===== config.mk =====
export PLATFORM = sky130hd
export DESIGN_NAME = bcl_branch_unit
export DESIGN_NICKNAME = d
export VERILOG_FILES = /design/src/shared/bcl_pkg.sv /design/src/hdl/bcl_branch_unit.sv
export SDC_FILE = /design/constraint.sdc
export NUM_CORES = 1
export LEC_CHECK = 0
export ABC_AREA = 1
export BUFFER_PORTS_ARGS = -buffer_cell sky130_fd_sc_hd__clkbuf_2
export CORE_MARGIN = 5
export CORE_UTILIZATION = 45
export CTS_CLUSTER_DIAMETER = 200
export DETAILED_ROUTE_END_ITERATION = 6
export PLACE_DENSITY_LB_ADDON = 0.08
export SLEW_MARGIN = 20
export SYNTH_ARGS = -nofsm -noshare
export SYNTH_HDL_FRONTEND = slang
export SYNTH_SLANG_ARGS = --single-unit

===== constraint.sdc =====
create_clock -name CORE_CLK -period 4.8 [get_ports CORE_CLK]
set_input_delay 0.24 -clock CORE_CLK [delete_from_list [all_inputs] [get_ports CORE_CLK]]
set_output_delay 0.24 -clock CORE_CLK [all_outputs]
set_load 0.01 [all_outputs]

===== src/shared/bcl_pkg.sv =====
// bcl_pkg: types and constants of the branch condition and loop unit.
// assumes one core clock; register offsets are byte addresses on AHB-Lite.
package bcl_pkg;

	// ------------------------------------------------------------
	// register map
	// ------------------------------------------------------------
	localparam logic [7:0]  BCL_OFS_CTRL      = 8'h00;
	localparam logic [7:0]  BCL_OFS_STATUS    = 8'h04;
	localparam logic [7:0]  BCL_OFS_TARGET    = 8'h08;
	localparam logic [7:0]  BCL_OFS_TAKEN_CNT = 8'h0c;
	localparam int          BCL_CTRL_EN_BIT   = 0;
	localparam int          BCL_STAT_TKN_BIT  = 0;
	localparam int          BCL_STAT_LOOP_BIT = 1;
	localparam logic        BCL_CTRL_EN_RST   = 1'b1;
	localparam logic [31:0] BCL_WORD_ZERO     = 32'h0000_0000;
	localparam logic [31:0] BCL_WRAP_32       = 32'hffff_ffff;
	localparam logic [1:0]  BCL_RESP_OKAY     = 2'h0;

	// ------------------------------------------------------------
	// condition codes, one code per alias pair
	// ------------------------------------------------------------
	localparam logic [3:0] BCL_CC_O  = 4'h0;
	localparam logic [3:0] BCL_CC_NO = 4'h1;
	localparam logic [3:0] BCL_CC_B  = 4'h2;
	localparam logic [3:0] BCL_CC_AE = 4'h3;
	localparam logic [3:0] BCL_CC_E  = 4'h4;
	localparam logic [3:0] BCL_CC_NE = 4'h5;
	localparam logic [3:0] BCL_CC_BE = 4'h6;
	localparam logic [3:0] BCL_CC_A  = 4'h7;
	localparam logic [3:0] BCL_CC_S  = 4'h8;
	localparam logic [3:0] BCL_CC_NS = 4'h9;
	localparam logic [3:0] BCL_CC_P  = 4'ha;
	localparam logic [3:0] BCL_CC_NP = 4'hb;
	localparam logic [3:0] BCL_CC_L  = 4'hc;
	localparam logic [3:0] BCL_CC_GE = 4'hd;
	localparam logic [3:0] BCL_CC_LE = 4'he;
	localparam logic [3:0] BCL_CC_G  = 4'hf;

	// ------------------------------------------------------------
	// types
	// ------------------------------------------------------------
	typedef enum logic [2:0] {
		BCL_OP_JCC,
		BCL_OP_COUNT_ZERO,
		BCL_OP_LOOP,
		BCL_OP_LOOP_EQ,
		BCL_OP_LOOP_NE
	} bcl_op_t;

	typedef struct packed {
		logic carry_flag;
		logic parity_flag;
		logic zero_flag;
		logic sign_flag;
		logic overflow_flag;
	} bcl_flags_t;

	typedef struct packed {
		bcl_op_t     op;
		logic [3:0]  cc;
		logic        addr16;
		bcl_flags_t  flags;
		logic [31:0] ip;
		logic [31:0] disp;
		logic [31:0] count;
	} bcl_req_t;

	typedef struct packed {
		logic        taken;
		logic [31:0] target;
		logic [31:0] fetch_ip;
		logic        count_wr;
		logic [31:0] count;
	} bcl_res_t;

endpackage : bcl_pkg


===== src/hdl/bcl_branch_unit.sv =====
// bcl_branch_unit: resolves conditional near branches, count-zero
// branches and counted loops, one request per cycle, result next cycle.
// assumes the decoder supplies the pointer of the following instruction,
// the current flags and count, and writes back count when told to.
//
// Summary of operation
// - condition true redirects fetch to target, else next instruction
// - taken branch saves no return address
// - target is instruction pointer plus signed displacement
// - only near relative targets, no code segment change
// - above, below-or-equal, equal and not-equal from carry and zero
// - above-or-equal, below, carry, no carry, parity even and odd
// - greater and less-or-equal from sign xor overflow, or zero
// - greater-or-equal, less, overflow, sign and their negations
// - conditions use only the five status flags, except count-zero
// - alias condition names share one condition code
// - 32-bit count-zero branch tests whole count, leaves it unchanged
// - 16-bit count-zero branch tests only the low count half
// - loops decrement count first, low half when address size is 16
// - plain loop jumps while decremented count is non-zero
// - loop target is signed offset from instruction pointer
// - zero count on entry wraps to all ones
// - loop-while-equal jumps on non-zero count and zero flag set
// - loop-while-unequal ends the loop when zero flag is set
// - equal and zero loop variants are one operation
`timescale 1ns/1ps
`default_nettype none

module bcl_branch_unit (
	input  wire logic              CORE_CLK,
	input  wire logic              RST,
	input  wire logic              REQ_VALID,
	input  wire bcl_pkg::bcl_req_t REQ,
	output var  logic              RES_VALID,
	output var  bcl_pkg::bcl_res_t RES,
	input  wire logic              HSEL,
	input  wire logic [31:0]       HADDR,
	input  wire logic [1:0]        HTRANS,
	input  wire logic              HWRITE,
	input  wire logic [2:0]        HSIZE,
	input  wire logic [31:0]       HWDATA,
	input  wire logic              HREADY,
	output var  logic              HREADYOUT,
	output var  logic              HRESP,
	output var  logic [31:0]       HRDATA
);
	import bcl_pkg::*;

	// ------------------------------------------------------------
	// condition evaluation
	// ------------------------------------------------------------
	function automatic logic cond_met(input logic [3:0] cc,
	                                  input bcl_flags_t f);
		logic lt;
		lt = f.sign_flag ^ f.overflow_flag;
		unique case (cc)
			BCL_CC_O:  return f.overflow_flag;
			BCL_CC_NO: return !f.overflow_flag;
			BCL_CC_B:  return f.carry_flag;
			BCL_CC_AE: return !f.carry_flag;
			BCL_CC_E:  return f.zero_flag;
			BCL_CC_NE: return !f.zero_flag;
			BCL_CC_BE: return f.carry_flag | f.zero_flag;
			BCL_CC_A:  return !(f.carry_flag | f.zero_flag);
			BCL_CC_S:  return f.sign_flag;
			BCL_CC_NS: return !f.sign_flag;
			BCL_CC_P:  return f.parity_flag;
			BCL_CC_NP: return !f.parity_flag;
			BCL_CC_L:  return lt;
			BCL_CC_GE: return !lt;
			BCL_CC_LE: return lt | f.zero_flag;
			BCL_CC_G:  return !(lt | f.zero_flag);
		endcase
	endfunction : cond_met

	function automatic logic count_zero(input logic [31:0] c,
	                                    input logic a16);
		return a16 ? (c[15:0] == BCL_WORD_ZERO[15:0])
		           : (c == BCL_WORD_ZERO);
	endfunction : count_zero

	// the upper half survives a 16-bit decrement untouched
	function automatic logic [31:0] dec_count(input logic [31:0] c,
	                                          input logic a16);
		logic [15:0] lo;
		lo = 16'(c[15:0] - 16'h0001);
		return a16 ? {c[31:16], lo} : 32'(c - 32'h0000_0001);
	endfunction : dec_count

	// ------------------------------------------------------------
	// decision path
	// ------------------------------------------------------------
	logic        en_q;
	logic        res_valid_q;
	bcl_res_t    res_q;
	bcl_res_t    res_d;
	logic        accept;
	logic        is_loop;
	logic        dec_nz;
	logic        taken_c;
	logic [31:0] cnt_dec;
	logic [31:0] target_c;

	assign accept   = REQ_VALID && en_q;
	assign is_loop  = (REQ.op == BCL_OP_LOOP) || (REQ.op == BCL_OP_LOOP_EQ)
	               || (REQ.op == BCL_OP_LOOP_NE);
	assign cnt_dec  = dec_count(REQ.count, REQ.addr16);
	assign dec_nz   = !count_zero(cnt_dec, REQ.addr16);
	// near only: no segment leaves this unit, so no far transfer exists
	assign target_c = 32'(REQ.ip + REQ.disp);

	always_comb begin
		unique case (REQ.op)
			BCL_OP_JCC:        taken_c = cond_met(REQ.cc, REQ.flags);
			BCL_OP_COUNT_ZERO: taken_c = count_zero(REQ.count,
			                                        REQ.addr16);
			BCL_OP_LOOP:       taken_c = dec_nz;
			BCL_OP_LOOP_EQ:    taken_c = dec_nz && REQ.flags.zero_flag;
			BCL_OP_LOOP_NE:    taken_c = dec_nz && !REQ.flags.zero_flag;
			default:           taken_c = 1'b0;
		endcase
	end

	// no stack or return-address output: a taken branch saves nothing
	assign res_d.taken    = taken_c;
	assign res_d.target   = target_c;
	assign res_d.fetch_ip = taken_c ? target_c : REQ.ip;
	assign res_d.count_wr = is_loop;
	assign res_d.count    = is_loop ? cnt_dec : REQ.count;

	always_ff @(posedge CORE_CLK) begin
		if (RST) begin
			res_valid_q <= 1'b0;
			res_q       <= '0;
		end else begin
			res_valid_q <= accept;
			if (accept) begin
				res_q <= res_d;
			end
		end
	end

	assign RES_VALID = res_valid_q;
	assign RES       = res_q;

	// ------------------------------------------------------------
	// register file on AHB-Lite, zero wait states
	// ------------------------------------------------------------
	logic        wr_q;
	logic [7:0]  waddr_q;
	logic [31:0] rdata_q;
	logic [31:0] rdata_d;
	logic [31:0] tkn_cnt_q;
	logic [31:0] tkn_cnt_d;
	logic        ahb_go;
	logic        cnt_clr;
	logic [31:0] status_w;
	logic [31:0] ctrl_w;

	assign ahb_go   = HSEL && HTRANS[1] && HREADY;
	assign cnt_clr  = wr_q && (waddr_q == BCL_OFS_TAKEN_CNT);
	assign status_w = {30'h0, res_q.count_wr, res_q.taken};
	assign ctrl_w   = {31'h0, en_q};

	// increment after the clear, so a branch in the clearing cycle counts
	assign tkn_cnt_d = 32'((cnt_clr ? BCL_WORD_ZERO : tkn_cnt_q)
	                 + {31'h0, accept && taken_c});

	always_comb begin
		rdata_d = BCL_WORD_ZERO;
		if (ahb_go && !HWRITE) begin
			unique case (HADDR[7:0])
				BCL_OFS_CTRL:      rdata_d = ctrl_w;
				BCL_OFS_STATUS:    rdata_d = status_w;
				BCL_OFS_TARGET:    rdata_d = res_q.target;
				BCL_OFS_TAKEN_CNT: rdata_d = tkn_cnt_q;
				default:           rdata_d = BCL_WORD_ZERO;
			endcase
		end
	end

	always_ff @(posedge CORE_CLK) begin
		if (RST) begin
			wr_q      <= 1'b0;
			waddr_q   <= 8'h00;
			rdata_q   <= BCL_WORD_ZERO;
			en_q      <= BCL_CTRL_EN_RST;
			tkn_cnt_q <= BCL_WORD_ZERO;
		end else begin
			wr_q      <= ahb_go && HWRITE;
			waddr_q   <= HADDR[7:0];
			rdata_q   <= rdata_d;
			tkn_cnt_q <= tkn_cnt_d;
			if (wr_q && (waddr_q == BCL_OFS_CTRL)) begin
				en_q <= HWDATA[BCL_CTRL_EN_BIT];
			end
		end
	end

	always_ff @(posedge CORE_CLK) begin
		if (RST) begin
			HREADYOUT <= 1'b1;
			HRESP     <= BCL_RESP_OKAY[0];
		end else begin
			HREADYOUT <= 1'b1;
			HRESP     <= BCL_RESP_OKAY[0];
		end
	end

	assign HRDATA = rdata_q;
endmodule : bcl_branch_unit

`default_nettype wire


Word level (Yosys, flattened, before mapping)
Index checks and enable logic that the tools add are counted.
Widths: inputs -> output; s select.
{"block": "classes", "n_mux": 9, "n_addsub": 4, "reduce_logical": 31, "bitwise": 4, "eq_ne": 23}
{"cell": "$mux 32", "n": 4}
{"cell": "$pmux 32 s4", "n": 1}
{"cell": "$logic_not 32->1", "n": 2}
{"cell": "$add 32x1->32", "n": 1}
{"cell": "$add 32x32->32", "n": 1}
{"cell": "$eq 4x4->1 const B", "n": 8}
{"cell": "$logic_not 16->1", "n": 2}
{"cell": "$sub 32x1->32 const B", "n": 1}
{"cell": "$eq 8x4->1 const B", "n": 3}
{"cell": "$eq 4x3->1 const B", "n": 4}
{"cell": "$logic_not 8->1", "n": 2}
{"cell": "$pmux 1 s16", "n": 1}
{"cell": "$sub 16x1->16 const B", "n": 1}
{"cell": "$logic_and 1x1->1", "n": 10}
{"cell": "$logic_not 1->1", "n": 10}
{"cell": "$eq 4x2->1 const B", "n": 2}
{"cell": "$eq 8x3->1 const B", "n": 1}
{"cell": "$eq 3x2->1 const B", "n": 2}
{"cell": "$pmux 1 s5", "n": 1}
{"cell": "$eq 4x1->1 const B", "n": 1}
{"cell": "$logic_not 4->1", "n": 1}
{"cell": "$eq 3x1->1 const B", "n": 1}
{"cell": "$eq 3x3->1 const B", "n": 1}
{"cell": "$logic_not 3->1", "n": 1}
{"cell": "6 further kinds", "n": 9}
{"block": "word_totals", "output_inout_bits": 133, "register_bits": 173}

Depth between registers and ports, before layout
Gate-level depths: netlist (run 1).
{"block": "logic_depth", "word_depth": 9, "mapped_depth": 34, "ltp_nobuf": 33}

Worst setup path before layout (run 1)
OpenSTA, ideal clock, no wires.
{"block": "synth_path", "kind": "input to register", "from": "input REQ[0] in the netlist's numbering", "to": "register tkn_cnt_q[30]", "arrival_time_ns": 3.341, "required_ns": 4.736, "n_path_buf": 1, "setup_slack_ns": 1.395, "stages": 33, "path_cell_list": "inv_1 -> ha_1 -> nand3_2 -> inv_2 -> nand2_1 -> nor2_4 -> nand2_1 -> o21bai_1 -> nand2_1 -> nand3_1 -> nor2_1 -> nand2_1 -> nand2_1 -> nand2_2 -> nand2_4 -> nand2_4 -> buf_6 -> nand2_1 -> inv_1 -> ha_1 -> ha_1 -> inv_1 -> nor2_1 -> nand2_1 -> nor2_1 -> nand2_1 -> nor2_1 -> nand2_1 -> nor2_1 -> nand4_1 -> o21ai_0 -> nand2_1 -> nor2_1"}
{"block": "synth_between", "elab_chain_cells": 9, "word_cells_on_any_way": 15}
{"item": "start, declared", "line_no": "bcl_branch_unit.sv:33", "rtl": "input wire bcl_pkg::bcl_req_t REQ,"}
{"item": "$sub 32x1->32 / $sub 16x1->16 (equally long branches)", "line_no": "bcl_branch_unit.sv:87, bcl_branch_unit.sv:86"}
{"item": "$mux 32", "line_no": "bcl_branch_unit.sv:87", "rtl": "return a16 ? {c[31:16], lo} : 32'(c - 32'h0000_0001);"}
{"item": "$logic_not 32->1 / $logic_not 16->1 (equally long branches)", "line_no": "bcl_branch_unit.sv:79, bcl_branch_unit.sv:78"}
{"item": "$mux 1", "line_no": "bcl_branch_unit.sv:78", "rtl": "return a16 ? (c[15:0] == BCL_WORD_ZERO[15:0])"}
{"item": "$logic_not 1->1", "line_no": "bcl_branch_unit.sv:108", "rtl": "assign dec_nz = !count_zero(cnt_dec, REQ.addr16);"}
{"item": "$logic_and 1x1->1, on equally long branches", "line_no": "bcl_branch_unit.sv:119, bcl_branch_unit.sv:118"}
{"item": "$pmux 1 s5 (*)", "line_no": "bcl_branch_unit.sv:113", "rtl": "unique case (REQ.op)"}
{"item": "$logic_and 1x1->1 (*)", "line_no": "bcl_branch_unit.sv:167", "rtl": "+ {31'h0, accept && taken_c});"}
{"item": "$add 32x1->32 (*)", "line_no": "bcl_branch_unit.sv:167"}
{"item": "end signal, assigned", "line_no": "bcl_branch_unit.sv:193", "rtl": "tkn_cnt_q <= tkn_cnt_d;"}
{"item": "end, declared", "line_no": "bcl_branch_unit.sv:153", "rtl": "logic [31:0] tkn_cnt_q;"}
Every way passes the cells marked *; elsewhere a longest branch is shown, timed or not.
A chain may end at the register's enable or synchronous reset.

Worst setup path after layout (run 1)
Same ends and word-level chain as after synthesis.

==> impl_metrics.yaml, run 1 <==
outcome:
  outcome: "completed"
layout:
  fin_util_pct: 54.86
  antenna_cells: 0
  nFillCells: 2344
  areaGrowthSynthToFinish_pct: 20.17
  drive_above_1_share_pct: 18.44
  fin_area_um2: 12420
  nNetsFinal: 2030
worst_setup_path:
  cp.arrival_ns: 3.97
  path_max_fanout: 4
  reg2reg_depth: 20
  crit_required_ns: 5.17
  critPathBufInv: 4
  cp_common_cell: "nand2_1"
  startpoint_type: "input port"
  cp-end-kind: "flip-flop"
  critical_path.max_stage_delay_ns: 0.21
  worst_r2r_endpoint: "tkn_cnt_q[30]$_SDFF_PP0_"
  crit_family: "simple AND/OR/NAND/NOR gates"
  r2r_start: "waddr_q[1]$_SDFF_PP0_"
  criticalPathCategory: "input port to flip-flop"
  slowest_stage: "ha_1"
  rrSetupSlack_ns: 1.61
placement:
  numPortBuffers: 255
  dpl_cell_area_um2: 11830
  dp_hpwl_um: 27400
  gp_congestion: 0.9543
die:
  design.die.area_um2: 26100
  fp.dieH_um: 161.6
  initial_core_util_pct: 45.65
  core-area_um2: 22640
  io_pins: 317
  num_rows: 55
  dieWidth_um: 161.6
yosys:
  synthFlopType: "dfxtp_1"
  synth_largest_area_cell: "dfxtp_1"
  yosys.area.top_type_share_pct: 33.51
  ys_warn_count: 0
  ys_async_sr_fraction_pct: 0
  synth_edf_count: 0
  synth_area_leaders: "dfxtp_1 (34%), nand2_1 (14%), inv_1 (7.6%)"
  ys_ff_latch: 173
  yosys-top-cells-count: "nand2_1 (387), inv_1 (210), nor2_1 (178)"
  netlist_area_um2: 10340
  synth_nets: 1802
  synth.avg_cell_area_um2: 6.538
  ys_seq_area_share_pct: 33.51
  syn_inst: 1581
  yosysMostFrequentCell: "nand2_1"
  yosysUniqueCellTypes: 56
timing:
  fmax_mhz: 278.3
  setup_viol: 0
  hold_viol_final: 0
  worst_pin_slew_ns: 0.9694
  period_share_pct: 74.85
  post-route-min-period_ns: 3.593
  setup_tns_ns: 0
  rsz0062_at_grt: "no"
  finalClockSkew_ns: 0.01490
  maxSlewViolCount: 0
  relSlewSlack_pct: 35.30
hold_path:
  worstHoldEndpoint: "waddr_q[0]$_SDFF_PP0_"
  min_from: "HADDR[0]"
  min_path_type: "input port to flip-flop"
  hold_depth: 3
clock_tree:
  ctsHoldBuffers: 0
  cts_max_path_buffers: 2
  clock_latency_ns: 0.43
  cts_tree: "yes"
  numCtsBuffers: 17
  cts_sinks: 173
  path_clk_slew_ns: 0.07
  cts-root-buf: "clkbuf_16"
  cts_max_level: 4
  cts_setup_buffers: 0
  cts_resized: 0
grt:
  grt_use_total_pct: 26.74
  grt_pass1_wl_um: 56120
  grt_overflow: 0
  grt_max_degree: 80
  antenna_found_initial: 4
  grt_pass1_vias: 10547
drt:
  routed_wl_um: 35360
  viasPerCell: 5.173
  antenna_left: 0
  drtIter0Drc: 790
  vias: 10900
  drc: 0
  wire_per_inst_um: 16.78
  firstDrtPassIters: 5
run:
  max_cap_viol_count: 0
power_and_ir_drop:
  p_leak_nw: 5.878
  p_per_area_nw_per_um2: 304.5
  total_power_mw: 3.782
  irDropWorstVdd_mv: 0.2721
[cells by family after synthesis]
group           count (synthesis)  share of synthesized area [%]
simple gates                  766                          31.50
buf+inv                       280                          10.58
compound gates                279                          15.97
flops                         173                          33.51
xor+xnor                       42                          3.632
fa+ha+maj                      37                          4.551
other cells                     2                        0.07266
mux                             2                         0.1937
[power by group]
group	total [mW]	internal (mW)	switching [mW]	leakage, nW
Clock	1.43	0.756	0.676	0.285
Sequential	1.58	1.51	0.0640	1.42
Combinational	0.775	0.278	0.497	4.18
Total	3.78	2.55	1.24	5.88
[sequential cells by signal, indices dropped and copies added (netlist names)]
name,count
wr_q,1
waddr_q,8
tkn_cnt_q,32
HRDATA,32
RES_VALID,1
en_q,1
RES,98
[layer usage]
layer,track usage (%),part of all wire (%),up-vias
met5,0,0.16,-
met4,6.243,1.7,8
met3,6.328,7.6,38
met2,43.24,45,346
met1,36.31,45,4914
li1,-,-,5594
[tightest hold or removal path, delay by kind of cell]
kind,cells,cell delay [ns]
buffers and inverters,2,0.13
and+or+nand+nor,1,0.03
[cells in the final DEF (no fill, tap or decap), types with 8 or more instances in the layout]
master	synthesis	routed
inv_2	7	8
buf_4	2	15
nand3_1	117	117
o211ai_1	35	35
nand2_1	387	386
a31oi_1	12	12
clkbuf_16	0	17
xor2_1	23	23
clkbuf_2	0	255
ha_1	36	36
nor3_1	32	32
nor2_1	178	177
nand4_1	10	10
o21ai_0	48	48
nor2_2	9	10
dfxtp_1	173	173
inv_1	210	209
a21oi_1	130	130
a221oi_1	15	15
xnor2_1	18	18
[per-stage QoR]
step | hold slack, ns | worst slack, ns | std cells
after detailed placement | 0.4553 | 0.7995 | 2075
after global routing | 0.009732 | 0.6784 | 2107
after global placement | 0.4520 | 0.8489 | 2075
after CTS | 0.0009312 | 1.247 | 2107
final | 0.01188 | 1.207 | 2107
after floorplan | 0.3470 | 1.395 | 1581
[worst max-delay path by stage]
stage | from | endpoint | slack (ns) | depth (start not counted)
6_report | REQ[0] | tkn_cnt_q[30]$_SDFF_PP0_ | 1.21 | 33
4_1_cts | REQ[0] | tkn_cnt_q[30]$_SDFF_PP0_ | 1.25 | 33
5_1_grt | REQ[0] | tkn_cnt_q[30]$_SDFF_PP0_ | 0.68 | 33
3_3_place_gp | REQ[0] | tkn_cnt_q[30]$_SDFF_PP0_ | 0.85 | 33
3_5_place_dp | REQ[0] | tkn_cnt_q[30]$_SDFF_PP0_ | 0.80 | 33
2_1_floorplan | REQ[0] | tkn_cnt_q[30]$_SDFF_PP0_ | 1.39 | 33
[cell type report]
type,instances,area (um^2),share of cell area [%]
multi-input combinational,1128,5797,46.67
sequential,173,3463,27.88
timing repair buffer,270,1389,11.18
inverter,219,822.0,6.618
clock buffer,19,442.9,3.566
tap,285,356.6,2.871
clock inverter,13,150.1,1.209
Note: power is estimated with default switching activity, not from simulation.
==> inputs of run 2 (changes only) <==
- clock period: 4.8 -> 2.9 ns (I/O delays scaled with it)
==> run 2 against run 1 <==
Net effect: global-route usage is 1.2 points higher; power is 71% higher; via count is 6.2% higher; highest routed layer unchanged.
==> impl_metrics.yaml, run 2 (synthesis gave the netlist of run 1 again) <==
outcome:
  outcome: "completed"
placement:
  dpl_cell_area_um2: 12740
  numPortBuffers: 255
  dp_cells: 2181
  gp_congestion: 0.9183
  dp_hpwl_um: 28540
die:
  design.die.area_um2: 26100
  core-area_um2: 22640
  dieWidth_um: 161.6
  fp.dieH_um: 161.6
  io_pins: 317
  num_rows: 55
  initial_core_util_pct: 45.65
worst_setup_path:
  cp.arrival_ns: 3.10
  path_max_fanout: 4
  cp_common_cell: "nand2_2"
  cp-end-kind: "flip-flop"
  criticalPathCategory: "input port to flip-flop"
  r2r_start: "waddr_q[0]$_SDFF_PP0_"
  crit_required_ns: 3.19
  slowest_stage: "nor3_4"
  rrSetupSlack_ns: 0.44
  reg2reg_depth: 17
  startpoint_type: "input port"
  setup.worst_path.start: "REQ[0]"
  critical_path.max_stage_delay_ns: 0.24
grt:
  grt_pass1_vias: 11233
  grt_use_total_pct: 27.95
  grt_max_degree: 101
  grt_overflow: 0
  grt_pass1_wl_um: 58710
  antenna_found_initial: 11
timing:
  timing.hold.ws_ns: 0.02380
  maxSlewViolCount: 0
  setup_viol: 0
  hold_viol_final: 0
  rsz0062_at_grt: "yes"
  finalClockSkew_ns: 0.01201
  fmax_mhz: 355.6
  period_share_pct: 96.98
  setup_tns_ns: 0
  post-route-min-period_ns: 2.812
  relSlewSlack_pct: 30.46
  worst_pin_slew_ns: 1.042
layout:
  areaGrowthSynthToFinish_pct: 32.37
  fin_area_um2: 13680
  largest_reg_flops: 98
  nFillCells: 2240
  fin_util_pct: 60.43
  final_cell_mix: "nand2_1 (375), clkbuf_2 (253), inv_1 (205), dfxtp_1 (173), nor2_1 (148)"
  final_common_cell: "nand2_1"
  drive_above_1_share_pct: 25.95
  nNetsFinal: 2150
  fin_cells: 2232
clock_tree:
  cts_max_path_buffers: 2
  cts_max_level: 4
  path_clk_slew_ns: 0.08
  numCtsBuffers: 17
  cts_sinks: 173
  cts_tree: "yes"
  cts-root-buf: "clkbuf_16"
  clock_latency_ns: 0.44
drt:
  drc: 0
  wire_per_inst_um: 16.74
  antenna_left: 0
  drtIter0Drc: 857
  vias: 11578
  routed_wl_um: 37370
  firstDrtPassIters: 5
  viasPerCell: 5.187
run:
  max_cap_viol_count: 0
hold_path:
  min_from: "REQ[31]"
  hold_depth: 3
  min_path_type: "input port to flip-flop"
power_and_ir_drop:
  p_per_area_nw_per_um2: 473.4
  p_leak_nw: 6.533
  irDropWorstVdd_mv: 0.3998
-- run 2: power breakdown --
group	internal [mW]	leakage [nW]	switching (mW)
clock network	1.27	0.310	1.19
registers	2.50	1.42	0.104
logic	0.550	4.81	0.862
total	4.32	6.53	2.16
-- run 2: cell type report --
type / count / area, um^2 / area share [%]
well taps: 285 / 356.6 / 2.606
flip-flops and latches: 173 / 3463 / 25.31
multi-input cells: 1128 / 6036 / 44.12
clock inverters: 15 / 207.7 / 1.518
repair buffers: 390 / 2325 / 16.99
diodes: 5 / 12.51 / 0.09145
inverters: 219 / 855.8 / 6.255
clock buffers: 17 / 425.4 / 3.109
-- run 2: path summary, 6_finish.rpt --
kind                                    to
hold / removal        RES[31]$_SDFFE_PP0P_
setup reg to reg  tkn_cnt_q[22]$_SDFF_PP0_
setup / recovery  tkn_cnt_q[22]$_SDFF_PP0_
hold reg to reg       RES[57]$_SDFFE_PP0P_
-- run 2: routing by layer --
metal / share of wire [%] / track usage [%] / vias to the layer above / wire, um
li1: - / - / 5843 / -
met1: 42 / 34.41 / 5242 / 15640
met2: 48 / 47.73 / 405 / 17780
met3: 7.3 / 6.175 / 76 / 2745
met4: 3.0 / 10.74 / 12 / 1139
met5: 0.19 / 0 / - / 71
-- run 2: per-stage QoR --
stage | total power [mW] | setup slack [ns]
after floorplan | 3.428 | -0.1345
after global placement | 4.028 | -0.4612
after detailed placement | 4.036 | -0.5197
after CTS | 6.501 | 0.003682
after global routing | 6.790 | -0.1253
final | 6.477 | 0.08767
-- run 2: what timing repair did --
action,CTS,global route
endpoints found under the hold margin,9,0
setup endpoints to repair,3,17
resized for setup,3,54
setup buffers,3,2
pin swaps,4,16
hold buffers,9,0
-- run 2: worst max-delay path: cells and delay by family --
kind,cells,cell delay (ns)
compound gates,1,0.13
buf+inv,6,0.50
simple gates,21,1.91
fa+ha+maj,3,0.40
